`src/rms_pkg.sv`:
```
// Purpose: shared constants for the resistive measurement sequencer
// Assumes: 250 MHz clock, APB register access with 32-bit data
// Notes: register offsets are byte addresses of aligned words
package rms_pkg;
    // register byte offsets
    localparam logic [7:0] RMS_CTRL_OFS = 8'h00;
    localparam logic [7:0] RMS_CFG_OFS = 8'h04;
    localparam logic [7:0] RMS_THR_OFS = 8'h08;
    localparam logic [7:0] RMS_RES_OFS = 8'h0c;
    localparam logic [7:0] RMS_STAT_OFS = 8'h10;
    localparam logic [7:0] RMS_ADC_OFS = 8'h14;
    // control fields
    localparam int RMS_START_BIT = 0;
    localparam int RMS_ACC_BIT = 1;
    localparam int RMS_PU_POS = 8;
    localparam int RMS_PD_POS = 16;
    // configuration fields
    localparam int RMS_AVG_POS = 0;
    localparam int RMS_RETRY_POS = 4;
    localparam int RMS_GND_POS = 8;
    localparam int RMS_NOISE_POS = 16;
    // threshold fields
    localparam int RMS_SBCORR_POS = 0;
    localparam int RMS_GNCORR_POS = 8;
    // result fields
    localparam int RMS_AVG_RPOS = 0;
    localparam int RMS_MIN_RPOS = 8;
    localparam int RMS_MAX_RPOS = 16;
    localparam int RMS_IDX_RPOS = 24;
    localparam int RMS_KIND_RPOS = 28;
    // reset values
    localparam logic [31:0] RMS_CFG_RST = 32'h0000_0480;
    localparam logic [31:0] RMS_THR_RST = 32'h0000_0000;
    localparam logic [31:0] RMS_CTRL_RST = 32'h0000_0000;
    // pin count: cc1, cc2, sideband1, sideband2, vbus, dp, dn
    localparam int RMS_NPINS = 7;
    localparam logic [6:0] RMS_SB_MASK = 7'h0c;
    localparam logic [7:0] RMS_STEP_BASE = 8'h3f;
    localparam logic [7:0] RMS_FULL = 8'hff;
    localparam logic [7:0] RMS_ZERO = 8'h00;
    // current indices in rising order
    localparam logic [1:0] RMS_I2UA = 2'b00;
    localparam logic [1:0] RMS_I128UA = 2'b11;
    // settle time of the analog network after a switch change
    localparam int RMS_SETTLE_NS = 40;
    localparam int RMS_CLK_MHZ = 250;
    localparam int RMS_SETTLE_CYC = (RMS_SETTLE_NS * RMS_CLK_MHZ + 999) / 1000;
    // result classes
    typedef enum logic [1:0] {
        RMS_OPEN = 2'b00,
        RMS_GROUND = 2'b01,
        RMS_ABORT = 2'b10,
        RMS_FINITE = 2'b11
    } rms_kind_t;
endpackage : rms_pkg

```
`src/rms_sample_acc.sv`:
```
// Purpose: accumulates a burst of ADC samples into mean, lowest and highest
// Assumes: one sample per adcValid pulse; clear before each burst
// Notes: mean is sum shifted by the exponent, truncated
`timescale 1ns/1ps
module rms_sample_acc
    import rms_pkg::*;
#(
    parameter int W = 8
) (
    input wire logic clk,
    input wire logic rst,
    input wire logic clear,
    input wire logic adcValid,
    input wire logic [W-1:0] adcData,
    input wire logic [2:0] sampleCountExponent,
    output logic [W-1:0] meanValue,
    output logic [W-1:0] lowestValue,
    output logic [W-1:0] highestValue,
    output logic burstDone
);
    logic [W+7:0] sum_r, sum_nxt;
    logic [W-1:0] lo_r, lo_nxt, hi_r, hi_nxt;
    logic [7:0] cnt_r, cnt_nxt;
    logic done_r, done_nxt;
    logic [8:0] target;

    // next accumulation state
    always_comb begin
        target = 9'(1) << sampleCountExponent;
        sum_nxt = sum_r;
        lo_nxt = lo_r;
        hi_nxt = hi_r;
        cnt_nxt = cnt_r;
        done_nxt = 1'b0;
        if (clear) begin
            sum_nxt = '0;
            lo_nxt = '1;
            hi_nxt = '0;
            cnt_nxt = '0;
        end else if (adcValid && {1'b0, cnt_r} < target) begin
            sum_nxt = sum_r + (W+8)'(adcData);
            if (adcData < lo_r) lo_nxt = adcData; // keep lowest
            if (adcData > hi_r) hi_nxt = adcData; // keep highest
            cnt_nxt = cnt_r + 8'd1;
            done_nxt = ({1'b0, cnt_r} + 9'd1 == target); // 2^n samples
        end
    end

    always_ff @(posedge clk) begin
        if (rst) begin
            sum_r <= '0;
            lo_r <= '1;
            hi_r <= '0;
            cnt_r <= '0;
            done_r <= 1'b0;
        end else begin
            sum_r <= sum_nxt;
            lo_r <= lo_nxt;
            hi_r <= hi_nxt;
            cnt_r <= cnt_nxt;
            done_r <= done_nxt;
        end
    end

    assign meanValue = W'(sum_r >> sampleCountExponent); // average
    assign lowestValue = lo_r;
    assign highestValue = hi_r;
    assign burstDone = done_r;
endmodule : rms_sample_acc

```
`src/rms_apb_regs.sv`:
```
// Purpose: APB slave holding control, configuration and threshold registers
// Assumes: zero wait states; unmapped addresses read zero and flag pslverr
// Notes: start bit self-clears when the sequencer reports completion
`timescale 1ns/1ps
module rms_apb_regs
    import rms_pkg::*;
(
    input wire logic clk,
    input wire logic rst,
    input wire logic psel,
    input wire logic penable,
    input wire logic pwrite,
    input wire logic [7:0] paddr,
    input wire logic [31:0] pwdata,
    output logic [31:0] prdata,
    output logic pready,
    output logic pslverr,
    input wire logic [31:0] resultWord,
    input wire logic [31:0] statusWord,
    input wire logic seqDone,
    output logic [31:0] ctrlReg,
    output logic [31:0] cfgReg,
    output logic [31:0] thrReg
);
    logic [31:0] ctrl_r, ctrl_nxt, cfg_r, cfg_nxt, thr_r, thr_nxt;
    logic acc, hit;

    // register write decode
    always_comb begin
        acc = psel && penable;
        ctrl_nxt = ctrl_r;
        cfg_nxt = cfg_r;
        thr_nxt = thr_r;
        if (seqDone) ctrl_nxt[RMS_START_BIT] = 1'b0;
        if (acc && pwrite) begin
            case (paddr)
                RMS_CTRL_OFS: ctrl_nxt = pwdata;
                RMS_CFG_OFS: cfg_nxt = pwdata;
                RMS_THR_OFS: thr_nxt = pwdata;
                default: ;
            endcase
        end
    end

    always_ff @(posedge clk) begin
        if (rst) begin
            ctrl_r <= RMS_CTRL_RST;
            cfg_r <= RMS_CFG_RST;
            thr_r <= RMS_THR_RST;
        end else begin
            ctrl_r <= ctrl_nxt;
            cfg_r <= cfg_nxt;
            thr_r <= thr_nxt;
        end
    end

    // read mux
    always_comb begin
        hit = 1'b1;
        case (paddr)
            RMS_CTRL_OFS: prdata = ctrl_r;
            RMS_CFG_OFS: prdata = cfg_r;
            RMS_THR_OFS: prdata = thr_r;
            RMS_RES_OFS: prdata = resultWord;
            RMS_STAT_OFS: prdata = statusWord;
            default: begin
                prdata = '0;
                hit = 1'b0;
            end
        endcase
    end

    assign pready = 1'b1;
    assign pslverr = psel && penable && !hit;
    assign ctrlReg = ctrl_r;
    assign cfgReg = cfg_r;
    assign thrReg = thr_r;
endmodule : rms_apb_regs

```
`src/rms_sequencer.sv`:
```
// Purpose: sequences one resistive measurement, two in accessory mode, with current stepping and retry
// Assumes: ADC conversions requested by adcStart, answered by adcValid
// Notes: results land in the result register, classified into four kinds
`timescale 1ns/1ps
// Functional notes
// one 8-bit ADC, four currents, pullup and pulldown switch banks shared
// each pin has pulldown plus forced and sensed pullup switches
// accessory mode pulls up only sideband pins, one at a time
// take 2^exponent samples, keep max, min and average
// start at 2uA, step by four while average low, stop at 128uA
// step threshold is 0x3F minus active shift factor
// sideband shift factor when only sideband pins pulled up, else general
// sideband set always in accessory mode, else only sideband-only pullups
// report average, minimum, maximum and 2-bit current index
// open reports index 00 and all values 0xFF
// ground at 128uA and average at or below threshold reports 11, zeros
// retry when max saturates per the two conditions, up to retry limit
// persisting retry reports abort with index 00 and zeros
// finite when average above step threshold unsaturated, or above ground
// software derates thresholds by current accuracy and resistor tolerance
// index 00 2uA, 01 8uA, 10 32uA, 11 128uA
module rms_sequencer
    import rms_pkg::*;
#(
    parameter int NPINS = RMS_NPINS,
    parameter int SETTLE = RMS_SETTLE_CYC
) (
    input wire logic clk,
    input wire logic rst,
    input wire logic psel,
    input wire logic penable,
    input wire logic pwrite,
    input wire logic [7:0] paddr,
    input wire logic [31:0] pwdata,
    output logic [31:0] prdata,
    output logic pready,
    output logic pslverr,
    output logic adcStart,
    input wire logic adcValid,
    input wire logic [7:0] adcData,
    output logic [1:0] currentSelect,
    output logic currentEnable,
    output logic [NPINS-1:0] forcedPullup,
    output logic [NPINS-1:0] sensedPullup,
    output logic [NPINS-1:0] pinPulldown,
    output logic busy
);
    typedef enum logic [2:0] {
        RMS_IDLE = 3'b000,
        RMS_SETTLE = 3'b001,
        RMS_SAMPLE = 3'b011,
        RMS_JUDGE = 3'b010,
        RMS_DONE = 3'b110
    } rms_state_t;

    rms_state_t st_r, st_nxt;
    logic [31:0] ctrlReg, cfgReg, thrReg;
    logic [1:0] idx_r, idx_nxt;
    logic [3:0] retry_r, retry_nxt;
    logic [7:0] wait_r, wait_nxt;
    logic accPin_r, accPin_nxt;
    logic [NPINS-1:0] pu_r, pu_nxt, pd_r, pd_nxt;
    logic [31:0] res_r, res_nxt;
    logic [31:0] accRes_r, accRes_nxt;
    logic clearAcc, burstDone, seqDone;
    logic [7:0] meanValue, lowestValue, highestValue;
    logic [7:0] stepThr, shiftFactor;
    logic sidebandOnly, retryCond;
    logic [NPINS-1:0] manPu, manPd;
    logic [2:0] sampleCountExponent;
    logic [3:0] retryLimit, groundLevelThreshold;
    logic [5:0] noiseClampRange, generalShiftFactor;
    logic [4:0] sidebandShiftFactor;
    logic accessoryMode;

    // register file
    rms_apb_regs u_regs (
        .clk(clk),
        .rst(rst),
        .psel(psel),
        .penable(penable),
        .pwrite(pwrite),
        .paddr(paddr),
        .pwdata(pwdata),
        .prdata(prdata),
        .pready(pready),
        .pslverr(pslverr),
        .resultWord(res_r),
        .statusWord({accRes_r[15:0], 12'h000, retry_r[1:0], idx_r[1], busy}),
        .seqDone(seqDone),
        .ctrlReg(ctrlReg),
        .cfgReg(cfgReg),
        .thrReg(thrReg)
    );

    // sample accumulator on the single shared ADC
    rms_sample_acc #(.W(8)) u_acc (
        .clk(clk),
        .rst(rst),
        .clear(clearAcc),
        .adcValid(adcValid && st_r == RMS_SAMPLE),
        .adcData(adcData),
        .sampleCountExponent(sampleCountExponent),
        .meanValue(meanValue),
        .lowestValue(lowestValue),
        .highestValue(highestValue),
        .burstDone(burstDone)
    );

    // configuration, threshold and control fields
    assign sampleCountExponent = cfgReg[RMS_AVG_POS +: 3];
    assign retryLimit = cfgReg[RMS_RETRY_POS +: 4];
    assign groundLevelThreshold = cfgReg[RMS_GND_POS +: 4];
    assign noiseClampRange = cfgReg[RMS_NOISE_POS +: 6];
    assign sidebandShiftFactor = thrReg[RMS_SBCORR_POS +: 5];
    assign generalShiftFactor = thrReg[RMS_GNCORR_POS +: 6];
    assign accessoryMode = ctrlReg[RMS_ACC_BIT];
    assign manPu = ctrlReg[RMS_PU_POS +: NPINS];
    assign manPd = ctrlReg[RMS_PD_POS +: NPINS];

    // shift factor selection and step threshold
    always_comb begin
        sidebandOnly = accessoryMode
            || ((pu_r & ~RMS_SB_MASK) == '0 && pu_r != '0);
        shiftFactor = sidebandOnly ? 8'(sidebandShiftFactor)
                                   : 8'(generalShiftFactor);
        stepThr = RMS_STEP_BASE - shiftFactor;
        retryCond = (highestValue == RMS_FULL) &&
            ((idx_r == RMS_I2UA && meanValue < RMS_FULL - 8'(noiseClampRange))
             || idx_r != RMS_I2UA);
    end

    // sequencer next state
    always_comb begin
        st_nxt = st_r;
        idx_nxt = idx_r;
        retry_nxt = retry_r;
        wait_nxt = wait_r;
        accPin_nxt = accPin_r;
        pu_nxt = pu_r;
        pd_nxt = pd_r;
        res_nxt = res_r;
        accRes_nxt = accRes_r;
        clearAcc = 1'b0;
        seqDone = 1'b0;
        case (st_r)
            RMS_IDLE: begin
                if (ctrlReg[RMS_START_BIT]) begin
                    idx_nxt = RMS_I2UA; // start at lowest current
                    retry_nxt = '0;
                    wait_nxt = '0;
                    accPin_nxt = 1'b0;
                    if (accessoryMode) begin
                        pu_nxt = RMS_SB_MASK & ~(RMS_SB_MASK << 1); // one sideband
                        pd_nxt = '0;
                    end else begin
                        pu_nxt = manPu;
                        pd_nxt = manPd & ~manPu;
                    end
                    st_nxt = RMS_SETTLE;
                end
            end
            RMS_SETTLE: begin
                clearAcc = 1'b1;
                wait_nxt = wait_r + 8'd1;
                if (wait_r >= 8'(SETTLE - 1)) begin
                    wait_nxt = '0;
                    st_nxt = RMS_SAMPLE;
                end
            end
            RMS_SAMPLE: begin
                if (burstDone) st_nxt = RMS_JUDGE;
            end
            RMS_JUDGE: begin
                st_nxt = RMS_DONE;
                if (meanValue < stepThr && idx_r != RMS_I128UA) begin
                    idx_nxt = idx_r + 2'd1; // four times the current
                    st_nxt = RMS_SETTLE;
                end else if (retryCond && retry_r < retryLimit) begin
                    retry_nxt = retry_r + 4'd1; // retry measurement
                    idx_nxt = RMS_I2UA;
                    st_nxt = RMS_SETTLE;
                end else if (retryCond) begin
                    res_nxt = {2'b00, 2'(RMS_ABORT), 2'b00, RMS_I2UA, 24'h000000};
                end else if (idx_r == RMS_I2UA && meanValue == RMS_FULL) begin
                    res_nxt = {2'b00, 2'(RMS_OPEN), 2'b00, RMS_I2UA,
                               RMS_FULL, RMS_FULL, RMS_FULL};
                end else if (idx_r == RMS_I128UA && meanValue <= 8'(groundLevelThreshold)) begin
                    res_nxt = {2'b00, 2'(RMS_GROUND), 2'b00, RMS_I128UA,
                               RMS_ZERO, RMS_ZERO, RMS_ZERO};
                end else begin
                    res_nxt = {2'b00, 2'(RMS_FINITE), 2'b00, idx_r,
                               highestValue, lowestValue, meanValue};
                end
            end
            RMS_DONE: begin
                if (accessoryMode && !accPin_r) begin
                    accRes_nxt[15:0] = res_r[15:0];
                    accPin_nxt = 1'b1;
                    pu_nxt = RMS_SB_MASK & (RMS_SB_MASK << 1); // other sideband
                    idx_nxt = RMS_I2UA;
                    retry_nxt = '0;
                    st_nxt = RMS_SETTLE;
                end else begin
                    seqDone = 1'b1;
                    pu_nxt = '0;
                    pd_nxt = '0;
                    st_nxt = RMS_IDLE;
                end
            end
            default: st_nxt = RMS_IDLE;
        endcase
    end

    always_ff @(posedge clk) begin
        if (rst) begin
            st_r <= RMS_IDLE;
            idx_r <= RMS_I2UA;
            retry_r <= '0;
            wait_r <= '0;
            accPin_r <= 1'b0;
            pu_r <= '0;
            pd_r <= '0;
            res_r <= '0;
            accRes_r <= '0;
        end else begin
            st_r <= st_nxt;
            idx_r <= idx_nxt;
            retry_r <= retry_nxt;
            wait_r <= wait_nxt;
            accPin_r <= accPin_nxt;
            pu_r <= pu_nxt;
            pd_r <= pd_nxt;
            res_r <= res_nxt;
            accRes_r <= accRes_nxt;
        end
    end

    // switch banks and current source drive
    assign forcedPullup = pu_r;
    assign sensedPullup = pu_r;
    assign pinPulldown = pd_r;
    assign currentSelect = idx_r;
    assign currentEnable = (st_r == RMS_SETTLE) || (st_r == RMS_SAMPLE);
    assign adcStart = (st_r == RMS_SAMPLE);
    assign busy = (st_r != RMS_IDLE);

    a_start_current: assert property (@(posedge clk) disable iff (rst)
        (st_r == RMS_IDLE && st_nxt == RMS_SETTLE) |=> idx_r == RMS_I2UA)
        else $error("measurement did not start at lowest current");
    a_step_limit: assert property (@(posedge clk) disable iff (rst)
        (st_r == RMS_JUDGE && idx_r == RMS_I128UA) |=> idx_r == RMS_I128UA
        || st_r == RMS_SETTLE)
        else $error("current stepped beyond the top value");
    a_acc_sideband: assert property (@(posedge clk) disable iff (rst)
        (busy && accessoryMode) |-> ((pu_r & ~RMS_SB_MASK) == '0
        && pu_r != RMS_SB_MASK))
        else $error("accessory pullup outside a single sideband pin");
    a_open_report: assert property (@(posedge clk) disable iff (rst)
        (st_r == RMS_DONE && res_r[29:28] == 2'(RMS_OPEN)) |->
        res_r[23:0] == 24'hffffff && res_r[25:24] == RMS_I2UA)
        else $error("open result fields wrong");
    a_ground_report: assert property (@(posedge clk) disable iff (rst)
        (st_r == RMS_DONE && res_r[29:28] == 2'(RMS_GROUND)) |->
        res_r[23:0] == 24'h000000 && res_r[25:24] == RMS_I128UA)
        else $error("ground result fields wrong");
    a_abort_report: assert property (@(posedge clk) disable iff (rst)
        (st_r == RMS_JUDGE && retryCond && retry_r >= retryLimit
         && !(meanValue < stepThr && idx_r != RMS_I128UA)) |=>
        res_r[29:28] == 2'(RMS_ABORT) && res_r[25:0] == 26'h0)
        else $error("abort not reported after retries");
    a_retry_count: assert property (@(posedge clk) disable iff (rst)
        retry_r <= retryLimit || !busy)
        else $error("retry count exceeded limit");
    a_shift_select: assert property (@(posedge clk) disable iff (rst)
        accessoryMode |-> shiftFactor == 8'(sidebandShiftFactor))
        else $error("accessory mode used general shift factor");
    a_finite_report: assert property (@(posedge clk) disable iff (rst)
        (st_r == RMS_DONE && res_r[29:28] == 2'(RMS_FINITE)) |->
        res_r[25:24] == $past(idx_r, 2))
        else $error("finite result index mismatch");
endmodule : rms_sequencer

```
`config.mk`:
```
export PLATFORM = sky130hd
export DESIGN_NAME = rms_sequencer
export DESIGN_NICKNAME = d
export VERILOG_FILES = /design/src/rms_pkg.sv /design/src/rms_sample_acc.sv /design/src/rms_apb_regs.sv /design/src/rms_sequencer.sv
export SDC_FILE = /design/constraint.sdc
export NUM_CORES = 1
export LEC_CHECK = 0
export BUFFER_PORTS_ARGS = -buffer_cell sky130_fd_sc_hd__buf_2
export CORE_AREA = 2 2 183 185
export DETAILED_ROUTE_END_ITERATION = 10
export DIE_AREA = 0 0 185 187
export PLACE_DENSITY = 0.6
export SYNTH_ARGS = -nofsm -noshare
export SYNTH_HDL_FRONTEND = slang
export SYNTH_SLANG_ARGS = --single-unit
```
`constraint.sdc`:
```
create_clock -name clk -period 3.67 [get_ports clk]
set_input_delay 0.1835 -clock clk [delete_from_list [all_inputs] [get_ports clk]]
set_output_delay 0.1835 -clock clk [all_outputs]
set_load 0.1 [all_outputs]
```
# After elaboration in Yosys (flattened, before gate mapping)

Cells that the tools add are included.

Bits in registers: 217
Input port bits: 54

$add $sub $neg: 8
Order comparisons: 8
Equal/unequal tests: 21
Shift-type cells: 2
Multiplexer cells: 43
Bitwise operators: 5
Reduce and logical (&&, ||, !) cells: 45

Operator list:

| operator            | number |
|---|---|
| $pmux 32 s5         | 1 |
| $mux 30             | 3 |
| $mux 7              | 5 |
| $pmux 7 s2          | 2 |
| $lt 8x8->1          | 3 |
| $mux 4              | 5 |
| $add 16x8->16       | 1 |
| $add 8x1->8 const B | 2 |
| $eq 8x4->1 const B  | 2 |
| $eq 8x8->1 const B  | 2 |
| $mux 8              | 2 |
| $pmux 8 s2          | 1 |
| $reduce_and 2->1    | 8 |
| $shr 16x3->8        | 1 |
| $mux 3              | 5 |
| $pmux 3 s5          | 1 |
| $logic_and 1x1->1   | 13 |
| $ne 2x2->1 const B  | 6 |
| $pmux 4 s3          | 1 |
| $reduce_and 3->1    | 4 |
| $mux 1              | 10 |
| $add 8x1->9 const B | 1 |
| $eq 9x9->1          | 1 |
| $lt 8x9->1          | 1 |
| other kinds (38)    | 51 |

# Depth between registers and ports, before layout

Gate-level depths: netlist of the first run.

Depth after elaboration: 9
Depth in mapped cells: 16
Mapped depth without buffers: 12

# Modules after synthesis

From an unflattened synthesis of the first run, not the netlist that was laid out.

Cell total of the unflattened synthesis: 1502
Area, all modules: 12080.3 um2

By module, submodules not included:

| module         | instances | cells an instance | area an instance (um2) | seq. area each (um2) |
|---|---|---|---|---|
| rms_apb_regs   | 1         | 628               | 4943.5                 | 1921.8 |
| rms_sequencer  | 1         | 487               | 3965.1                 | 1521.5 |
| rms_sample_acc | 1         | 387               | 3171.8                 | 800.8 |

# Worst setup path after synthesis of the first run

OpenSTA, ideal clock, no wires.

Path kind: register to register
Start point: register st_r[0]
End point: register u_acc.sum_r[10]
Library setup time: 132 ps
Arrival: 4118 ps
Slack: -580 ps
Cell stages (with the launch flop): 11
Path buffers: 3
Clock period less this slack: 4250 ps
Path through: dfxtp_1 -> clkbuf_2 -> nor2b_1 -> and2_1 -> nand4b_1 -> nor3_1 -> a21oi_1 -> clkbuf_1 -> buf_2 -> o31ai_1 -> a21oi_1

Word-level cells in the longest chain between the ends: 3

Ends and longest elaborated chain:

| element                | line                 | RTL |
|---|---|---|
| from (decl)            | rms_sequencer.sv:56  | `rms_state_t st_r, st_nxt;` |
| from (signal assigned) | rms_sequencer.sv:227 | `st_r <= st_nxt;` |
| $eq 3x2->1             | n/a                  |  |
| net adcStart           | rms_sequencer.sv:38  | `output logic adcStart,` |
| $logic_and 1x1->1      | rms_sequencer.sv:101 | `.adcValid(adcValid && st_r == RMS_SAMPLE),` |
| $logic_and 1x1->1      | rms_sample_acc.sv:40 | `end else if (adcValid && {1'b0, cnt_r} < target) begin` |
| to (signal assigned)   | rms_sample_acc.sv:57 | `sum_r <= sum_nxt;` |
| to (decl)              | rms_sample_acc.sv:21 | `logic [W+7:0] sum_r, sum_nxt;` |

The timed path passes the listed nets, and every way through them passes these cells.
A chain may end at the register's enable or synchronous reset.

# Worst setup path in the final report of the first run

Start point: register pu_r[6], in the netlist forcedPullup[6]
End point: register res_r[7]

Word-level cells in the longest chain between the ends: 9

Ends and longest elaborated chain:

| element                                              | line                 | RTL |
|---|---|---|
| from (decl)                                          | rms_sequencer.sv:62  | `logic [NPINS-1:0] pu_r, pu_nxt, pd_r, pd_nxt;` |
| from (signal assigned)                               | rms_sequencer.sv:232 | `pu_r <= pu_nxt;` |
| $logic_not 7->1 or $reduce_bool 7->1 (tied branches) | rms_sequencer.sv:124 | `\|\| ((pu_r & ~RMS_SB_MASK) == '0 && pu_r != '0);` |
| $logic_and 1x1->1 *                                  | rms_sequencer.sv:124 |  |
| $logic_or 1x1->1 *                                   | rms_sequencer.sv:124 |  |
| $mux 6 *                                             | rms_sequencer.sv:125 | `shiftFactor = sidebandOnly ? 8'(sidebandShiftFactor)` |
| $sub 6x6->7 *                                        | rms_sequencer.sv:127 | `stepThr = RMS_STEP_BASE - shiftFactor;` |
| $lt 8x8->1 *                                         | rms_sequencer.sv:176 | `if (meanValue < stepThr && idx_r != RMS_I128UA) begin` |
| $logic_and 1x1->1 *                                  | rms_sequencer.sv:176 |  |
| $not 1->1 (no line) *                                | n/a                  |  |
| $reduce_and 3->1 (no line) *                         | n/a                  |  |
| to (signal assigned)                                 | rms_sequencer.sv:234 | `res_r <= res_nxt;` |
| to (decl)                                            | rms_sequencer.sv:63  | `logic [31:0] res_r, res_nxt;` |

Every way passes the cells marked *; elsewhere a longest branch is shown, timed or not.

==> results by group, run 1 <==
Yosys
  – Synthesized Nets: 1,490
  – Post-synthesis cell type count: 80
  – Cell area after synthesis: 11,330 µm²
  – Largest family of logic cells by synthesized area: compound AO/OA/AOI/OAI gates
  – Post-synthesis sequential area ratio: 37.47%
  – Compound-Gate Fraction of Synth Area: 21.59%
  – Synth Area in Simple Gates: 20.42%
  – Mux cell area share after synthesis: 7.435%
  – Async set-reset flop share out of synthesis: 0%
  – EDFF count, synth: 0
  – Adder-cell share of the synthesized area: 6.253%
  – Post-Synth XOR/XNOR Area: 1.005%
  – Largest cells by area after synthesis: dfxtp_1 37%, nand2_1 9.0%, a21oi_1 8.2%
  – Ys flop type: dfxtp_1
  – Top-area cell type share of the netlist area: 37.47%
  – Post-synthesis register bit count: 212
  – Syn_area_per_cell: 8.207 µm²
  – Synthesized instance count: 1,380
  – YS warnings: 0
  – Synth area leader: dfxtp_1

STA
  – # setup viols final: 0
  – Final critical-path required period: 3.543 ns
  – Final hold vios: 0
  – Fin Setup TNS: 0 ns
  – Max-slew headroom: 38.41%
  – Clk_skew: 0.01140 ns
  – Final slew viol count: 0
  – Tcrit/Tclk final: 96.55%
  – Slew @ Worst Pin: 0.9238 ns
  – Fmax: 282.2 MHz

Worst setup path
  – R2R Setup Slk: 0.13 ns
  – CP startpoint kind: flip-flop
  – Worst Reg-to-Reg Cells: 12
  – Reg-to-Reg End: res_r[7]
  – CP required: 4.06 ns
  – Crit Path Category: reg2reg
  – CP Max Fanout: 6
  – Worst flop-to-flop path startpoint: forcedPullup[6]
  – Crit-path max cell delay: 0.53 ns
  – Nature of the critical path endpoint: flip-flop
  – CP cell instances: or4_4 > o31a_4 > mux2_2 > ha_1 > and4_4 > nand3_1 > mux2_4 > a41oi_4 > a21boi_4 > buf_6 > mux2i_1 > nor2_1
  – CP max-delay cell: or4_4
  – Critical Path AT: 3.93 ns

Clocking
  – CTS tree: yes
  – Num CTS Buffers: 25
  – Skew-Pair Late Insertion Delay: 0.53 ns
  – H-tree depth: 1
  – Reg clk slew, reported paths: 0.06 ns
  – Clock sinks: 212
  – CTS Root Cell: clkbuf_16
  – CTS Buffer Depth: 3

Placed design
  – RePlAce Congestion: 0.8833
  – Placed instance count: 1,882
  – Placed Area: 12,320 µm²
  – DP HPWL: 26,050 µm
  – PortBufs: 112

Layout
  – Finished Cell Area: 13,630 µm²
  – Nets@finish: 1,615
  – Commonest non-fill, non-tap cell in the layout: nand2_1
  – Core Util, Final: 41.47%
  – Layout cell share with drive strength beyond 1: 18.12%
  – Diodes inserted: 0
  – Synth-to-Final Area Change: 20.33%
  – Post-route insts no fill: 1,971
  – Commonest non-fill, non-tap cells in the layout: 272 x nand2_1, 206 x dfxtp_1, 185 x a21oi_1
  – # fillers: 3,330

Drt
  – DR WL/cell: 18.55 µm
  – Drt first pass iters: 5
  – Initial DRC count: 826
  – Number of vias per cell: 5.355
  – Post-Route WL: 36,570 µm
  – Via count: 10,550
  – DRC: 0
  – Routed Antenna Nets: 0

Power
  – Sw Pwr: 1176 µW
  – LEAKAGE: 0.005191 µW
  – Clock power share: 49.9%
  – Sequential group share of total power: 45.6%
  – Power per cell area: 370.0 nW/µm²
  – Max IR drop VDD: 0.3455 mV
  – Switch share: 23.32%
  – Total power: 5042 µW
  – Int Power: 3866 µW
  – Combinational power share: 4.5%

Floorplanning
  – Number of I/O pins: 114
  – Initial core utilization: 34.47%
  – Die height: 187 µm
  – Core Area: 32,860 µm²
  – FP Rows: 67
  – Die W: 185 µm
  – Die ar.: 34,600 µm²

GRT
  – Antenna violations before repair: 1
  – First-pass GRT wire length: 56,300 µm
  – All-Layer GR Usage: 20.61%
  – Total grt overflow: 0
  – Number of global-route vias before repair: 9,902
  – Largest net degree at the start of global routing: 78

Hold path
  – Worst min-delay path class: in2reg
  – Hold EP: u_acc.highestValue[4]
  – Hold_sp: adcData[4]
  – Hold depth: 3

Run status
  – Outcome: finished clean

Run
  – # Max-Cap Violations: 0
[worst max-delay path, delay by kind of cell, from the launching register on]
| kind | cells | cell delay [ns] |
|---|---|---|
| multiplexers | 3 | 0.78 |
| AND/OR/NAND/NOR | 4 | 0.91 |
| adder cells (fa/ha/maj) | 1 | 0.29 |
| flip-flops | 1 | 0.33 |
| AO/OA/AOI/OAI | 3 | 0.90 |
| buffers and inverters | 1 | 0.18 |
[final cells by class]
type                            count  area [µm²]  share of cell area, %
Clock buffer                       32       691.9                  5.077
Inverter                           52       195.2                  1.432
Timing Repair Buffer              194        1318                  9.668
Tap cell                          448       560.5                  4.113
Clock inverter                     13       133.9                 0.9824
Sequential cell                   212        4252                  31.20
Multi-Input combinational cell   1020        6477                  47.53
[routing by layer]
layer	share of wire, %	global-route usage [%]	vias to the layer above
met5	0	0	-
met1	46	28.72	5061
met4	2.2	5.678	0
met2	46	32.93	319
li1	-	-	5120
met3	6.2	3.310	54
[worst max path at each step]
stage                                 from  cells after the start          endpoint  slack (ns)
after detailed placement  u_regs.cfgReg[1]                     12         res_r[15]       0.006
after global routing       forcedPullup[6]                     12          res_r[7]      -0.005
after global placement    u_regs.cfgReg[1]                     12         res_r[11]        0.03
after floorplan            forcedPullup[4]                     12  currentSelect[0]       0.002
final                      forcedPullup[6]                     12          res_r[7]        0.13
after CTS                 u_regs.cfgReg[1]                     13  currentSelect[1]        0.01
[cell families (layout without fill, tap and decap cells)]
logic type / Yosys count / in the layout
AOI/OAI and AO/OA: 377 / 377
other: 1 / 1
xor gates and xnor gates: 13 / 13
adders and majority gates: 56 / 56
and+or+nand+nor: 510 / 511
DFF: 212 / 212
buffers and inverters: 149 / 291
muxes: 62 / 62
[flip-flops by register name, indices dropped and copies added, names as in the netlist]
signal / cells
accPin_r: 1
accRes_r: 16
currentSelect: 2
forcedPullup: 7
pinPulldown: 7
res_r: 28
retry_r: 4
st_r: 3
u_acc.burstDone: 1
u_acc.cnt_r: 8
u_acc.highestValue: 8
u_acc.lowestValue: 8
u_acc.sum_r: 15
u_regs.cfgReg: 32
u_regs.ctrlReg: 32
u_regs.thrReg: 32
wait_r: 8
[Yosys cell counts (14+ instances only)]
| library cell | number |
|---|---|
| a221o_1 | 20 |
| nand2_1 | 272 |
| inv_1 | 51 |
| o21ai_0 | 39 |
| o2bb2ai_1 | 24 |
| dfxtp_1 | 212 |
| mux2i_1 | 23 |
| mux4_2 | 15 |
| or3_1 | 14 |
| buf_2 | 14 |
| mux2_2 | 23 |
| ha_1 | 55 |
| nor2_1 | 88 |
| and2_1 | 20 |
| nand3_1 | 26 |
| a21oi_1 | 186 |
| clkbuf_1 | 62 |
| nor3_1 | 14 |
| a22oi_1 | 19 |
| buf_4 | 14 |
| a21o_1 | 14 |
[per-stage QoR]
step	worst slack (ns)	hold slack (ns)
floorplan	0.001749	0.3195
global placement	0.03350	0.4330
detailed placement	0.005796	0.4317
CTS	0.009603	0.004534
global route	-0.004797	0.02784
finish	0.1266	0.01702
[timing repair]
action	4_1_cts	5_1_grt
hold buffers	39	0
pin swaps	0	1
buffers inserted	0	3
hold endpoints to repair	101	0
endpoints found under the setup margin	22	34
resized for setup	1	13
cloned	1	1
[power by group through the flow]
stage | clock, µW | sequential (µW) | combinational, µW
after floorplan | 0 | 2350 | 105
after global placement | 0 | 2350 | 187
after detailed placement | 0 | 2350 | 190
after CTS | 2550 | 2300 | 225
after global routing | 2660 | 2300 | 244
final | 2510 | 2300 | 226
Power figures use the tool's default switching activity.
==> run 2: changes to the inputs <==
CTS_BUF_LIST = sky130_fd_sc_hd__clkbuf_4 sky130_fd_sc_hd__clkbuf_8   (was unset)
==> run 2 against run 1 <==
Against the previous run:
- clock-buffer cell count grew 27
- via count up 1.7%
- non-clock buffer count did not move
- first-iteration DRC count is 9.3% higher
- clock skew is 0.013 ns higher
- sequential share of layout area is 0.15 points lower
- clock power up 2%
- sequential cell count did not move
- critical path depth did not move
- maximum frequency is 0.62% lower
- cell area increased by 0.48%
- cell count up 1.2%
==> results by group, run 2 (synthesis gave the netlist of run 1 again) <==
Run status
  – Outcome: finished clean

Layout
  – Finished Cell Area: 13,690 µm²
  – Synth-to-Final Area Change: 20.90%
  – Diodes inserted: 0
  – Commonest non-fill, non-tap cells in the layout: 272 x nand2_1, 206 x dfxtp_1, 185 x a21oi_1
  – Nets@finish: 1,629
  – Commonest non-fill, non-tap cell in the layout: nand2_1
  – Layout cell share with drive strength beyond 1: 19.53%
  – # fillers: 3,328
  – Area of the multi-input gates: 6490 µm²
  – FF+latch area: 4252 µm²

Floorplanning
  – Core Area: 32,860 µm²
  – Die height: 187 µm
  – Number of I/O pins: 114
  – Initial core utilization: 34.47%
  – Die ar.: 34,600 µm²
  – FP Rows: 67
  – Die W: 185 µm

Clocking
  – CTS Root Cell: clkbuf_8
  – Skew-Pair Late Insertion Delay: 0.57 ns
  – Num CTS Buffers: 39
  – Clock sinks: 212
  – CTS tree: yes
  – CTS Buffer Depth: 3
  – Reg clk slew, reported paths: 0.06 ns
  – H-tree depth: 2

Drt
  – DRC: 0
  – DR WL/cell: 18.45 µm
  – Via count: 10,730
  – Routed Antenna Nets: 0
  – Post-Route WL: 36,800 µm
  – Initial DRC count: 903
  – Drt first pass iters: 6
  – Number of vias per cell: 5.382

STA
  – Tcrit/Tclk final: 97.15%
  – RSZ-0062 raised after global routing: false
  – Fin Setup TNS: 0 ns
  – Final slew viol count: 0
  – Final critical-path required period: 3.566 ns
  – Fmax: 280.5 MHz
  – Clk_skew: 0.02451 ns
  – Final hold vios: 0
  – Slew @ Worst Pin: 0.9038 ns
  – Max-slew headroom: 39.75%
  – # setup viols final: 0

GRT
  – All-Layer GR Usage: 20.82%
  – GR met3 Demand/Resource: 3.524%
  – Number of global-route vias before repair: 10,050
  – Grt met1 use: 28.91%
  – Largest net degree at the start of global routing: 78
  – Antenna violations before repair: 1
  – GRT Max-Usage Layer: met2
  – GR Util met2: 32.71%
  – Total grt overflow: 0
  – First-pass GRT wire length: 56,570 µm

Worst setup path
  – CP Max Fanout: 6
  – CP cell instances: or4_4 > o31a_4 > mux2_2 > ha_1 > and4_4 > nand3_1 > mux2_4 > a41oi_4 > a21boi_4 > buf_6 > mux2i_1 > nor2_1
  – Crit-path max cell delay: 0.53 ns
  – CP max-delay cell: or4_4
  – Crit Path Category: reg2reg
  – Critical Path AT: 3.97 ns
  – Nature of the critical path endpoint: flip-flop
  – CP startpoint kind: flip-flop
  – Delay-heaviest family, CP: compound AO/OA/AOI/OAI gates
  – CP required: 4.08 ns
  – Buf+Inv Stages, Crit Path: 1

Power
  – Max IR drop VDD: 0.3328 mV
  – Power per cell area: 371.7 nW/µm²
  – LEAKAGE: 0.005242 µW

Placed design
  – Placed Area: 12,320 µm²
  – PortBufs: 112
  – DP HPWL: 26,050 µm
  – RePlAce Congestion: 0.8833

Hold path
  – Worst min-delay path class: in2reg

Run
  – # Max-Cap Violations: 0
-- run 2: changes by cell type in the layout (fill, tap and decap cells not counted), sizes merged --
| cell | change |
|---|---|
| clkbuf | +27 |
| dlygate4sd3 | +1 |
| inv | -2 |
| bufinv | +1 |
| clkinv | -2 |
| clkinvlp | -1 |
| buf | -1 |
-- run 2: power breakdown --
part | internal (µW) | switching, µW | total (µW)
Combinational | 85.4 | 142 | 227
Clock | 1520 | 1050 | 2560
Sequential | 2300 | 0.367 | 2300
-- run 2: cell type report --
class	instances	share of cell area (%)
multi-input cells	1020	47.40
inverters	52	1.425
clock inverters	9	0.9229
flip-flops and latches	212	31.05
clock buffers	59	5.473
well taps	448	4.094
repair buffers	194	9.640
-- run 2: timing repair --
action | CTS | global route
resized for setup | 2 | 13
buffers inserted | 0 | 2
setup endpoints to repair | 22 | 31
gates cloned | 1 | 1
pin swaps | 1 | 1
hold buffers | 40 | 0
endpoints found under the hold margin | 108 | 0
-- run 2: path summary, 6_finish.rpt --
path,start,to,slack (ns),cells past startpoint
worst min register to register,wait_r[4],wait_r[4],0.44,2
worst max register to register,forcedPullup[6],res_r[6],0.10,12
worst min-delay path,rst,wait_r[0],0.16,2
worst max-delay path,forcedPullup[6],res_r[6],0.10,12
-- run 2: routing by layer --
layer | part of all wire [%] | wire [µm]
met1 | 45 | 16700
met2 | 45 | 16700
met3 | 6.5 | 2388
met4 | 2.7 | 1009
met5 | 0 | 0
-- run 2: stage by stage --
| step | hold WS (ns) | worst slack [ns] | cells | power [µW] | utilization (%) |
|---|---|---|---|---|---|
| 6_report | 0.1631 | 0.1045 | 1994 | 5090 | 41.67 |
| 5_1_grt | 0.1749 | 0.002864 | 1994 | 5265 | 41.67 |
| 4_1_cts | 0.1543 | 0.08562 | 1991 | 5128 | 41.41 |
| 3_5_place_dp | 0.4317 | 0.005796 | 1882 | 2542 | 37.48 |
| 3_3_place_gp | 0.4330 | 0.03350 | 1882 | 2540 | 37.48 |
| 2_1_floorplan | 0.3195 | 0.001749 | 1380 | 2458 | - |
==> run 3: changes to the inputs <==
RECOVER_POWER = 100   (was unset)
==> run 3 against run 2 <==
Against the previous run:
- the run now ends with max-capacitance violations, max-slew violations left
- sequential power about the same
- first-iteration DRC count fell by 6.8%
- clock power about the same
- sequential share of layout area is 0.21 points higher
- critical path depth unchanged
- non-clock buffer count unchanged
- combinational power about the same
- utilization shrank 0.27 points
- largest power group unchanged
==> results by group, run 3 (synthesis gave the netlist of run 1 again) <==
Floorplanning
  – FP Rows: 67
  – Die ar.: 34,600 µm²
  – Die height: 187 µm
  – Die W: 185 µm
  – Initial core utilization: 34.47%
  – Core Area: 32,860 µm²
  – Number of I/O pins: 114

GRT
  – Antenna violations before repair: 1
  – GR Util met2: 32.71%
  – GRT Max-Usage Layer: met2
  – Grt met1 use: 28.91%
  – GR met3 Demand/Resource: 3.524%
  – First-pass GRT wire length: 56,570 µm
  – Number of global-route vias before repair: 10,050
  – Largest net degree at the start of global routing: 78
  – All-Layer GR Usage: 20.82%
  – Total grt overflow: 0

Power
  – Power per cell area: 373.7 nW/µm²
  – Max IR drop VDD: 0.3328 mV
  – LEAKAGE: 0.005017 µW

Clocking
  – Num CTS Buffers: 39
  – CTS Buffer Depth: 3
  – Clock sinks: 212
  – H-tree depth: 2
  – Skew-Pair Late Insertion Delay: 0.57 ns
  – CTS tree: yes
  – Reg clk slew, reported paths: 0.06 ns
  – CTS Root Cell: clkbuf_8

Drt
  – DRC: 0
  – Via count: 10,680
  – Post-Route WL: 36,850 µm
  – Initial DRC count: 842
  – Drt first pass iters: 5
  – Routed Antenna Nets: 0
  – Number of vias per cell: 5.356
  – DR WL/cell: 18.48 µm

STA
  – Worst Slack Setup Final: 0.1115 ns
  – Tcrit/Tclk final: 96.96%
  – RSZ-0062 raised after global routing: false
  – Final slew viol count: 55
  – Slew @ Worst Pin: 1.819 ns
  – # setup viols final: 0
  – Clk_skew: 0.02199 ns
  – Final hold vios: 0
  – Fin Setup TNS: 0 ns
  – Max-slew headroom: -21.26%
  – Fmax: 281.0 MHz
  – Final critical-path required period: 3.559 ns

Hold path
  – Worst min-delay path class: in2reg

Layout
  – Nets@finish: 1,629
  – Commonest non-fill, non-tap cell in the layout: nand2_1
  – Synth-to-Final Area Change: 20.11%
  – Layout cell share with drive strength beyond 1: 16.30%
  – Diodes inserted: 0
  – Commonest non-fill, non-tap cells in the layout: 272 x nand2_1, 206 x dfxtp_1, 186 x a21oi_1
  – # fillers: 3,365

Worst setup path
  – Crit-path max cell delay: 0.53 ns
  – Buf+Inv Stages, Crit Path: 1
  – Critical Path AT: 3.96 ns
  – CP required: 4.07 ns
  – CP cell instances: or4_4 > o31a_4 > mux2_2 > ha_1 > and4_4 > nand3_1 > mux2_4 > a41oi_4 > a21boi_4 > buf_6 > mux2i_1 > nor2_1
  – Delay-heaviest family, CP: compound AO/OA/AOI/OAI gates
  – Nature of the critical path endpoint: flip-flop
  – CP max-delay cell: or4_4
  – CP startpoint kind: flip-flop
  – CP Max Fanout: 6
  – Crit Path Category: reg2reg

Run status
  – Violations in the final reports: max-capacitance violations, max-slew violations
  – Outcome: finished, violations left

Placed design
  – DP Worst Slack: 0.005796 ns
  – RePlAce Congestion: 0.8833
  – DP HPWL: 26,050 µm
  – PortBufs: 112

Run
  – # Max-Cap Violations: 2
-- run 3: worst paths after layout --
kind	start	end	slack (ns)	cells past startpoint
max	forcedPullup[6]	res_r[6]	0.11	12
min	rst	wait_r[0]	0.16	2
max reg2reg	forcedPullup[6]	res_r[6]	0.11	12
min reg2reg	wait_r[4]	wait_r[4]	0.44	2
-- run 3: stage by stage --
step                cells  instance area (µm²)  hold slack [ns]  utilization [%]  power, µW
floorplan            1380                11330           0.3195                -       2458
global placement     1882                12320           0.4330            37.48       2540
detailed placement   1882                12320           0.4317            37.48       2542
CTS                  1991                13610           0.1543            41.41       5128
global route         1994                13600           0.1749            41.40       5264
finish               1994                13600           0.1630            41.40       5083
-- run 3: final cells by class --
class	instances	area (µm²)	area share, %
timing repair buffer	194	1241	9.124
sequential	212	4252	31.25
tap	448	560.5	4.121
clock buffer	59	749.5	5.510
inverter	52	195.2	1.435
multi-input combinational	1020	6479	47.63
clock inverter	9	126.4	0.9290
-- run 3: per-layer routing --
metal  vias to the layer above  part of all wire [%]
li1                       5152                     -
met1                      5097                    45
met4                         0                   2.8
met5                         -                     0
met3                        80                   7.2
met2                       350                    45
-- run 3: timing repair --
item,CTS,global route
gates cloned,1,1
hold endpoints to repair,108,0
pin swaps,1,1
gates resized for setup,2,13
hold buffers,40,0
setup buffers,0,2
endpoints found under the setup margin,22,31
-- run 3: report_power, final --
group	internal [µW]	switching [µW]	leakage [µW]	total, µW
Sequential	2300	0.366	0.00171	2300
Clock	1520	1040	0.000461	2550
Combinational	85.0	141	0.00285	226
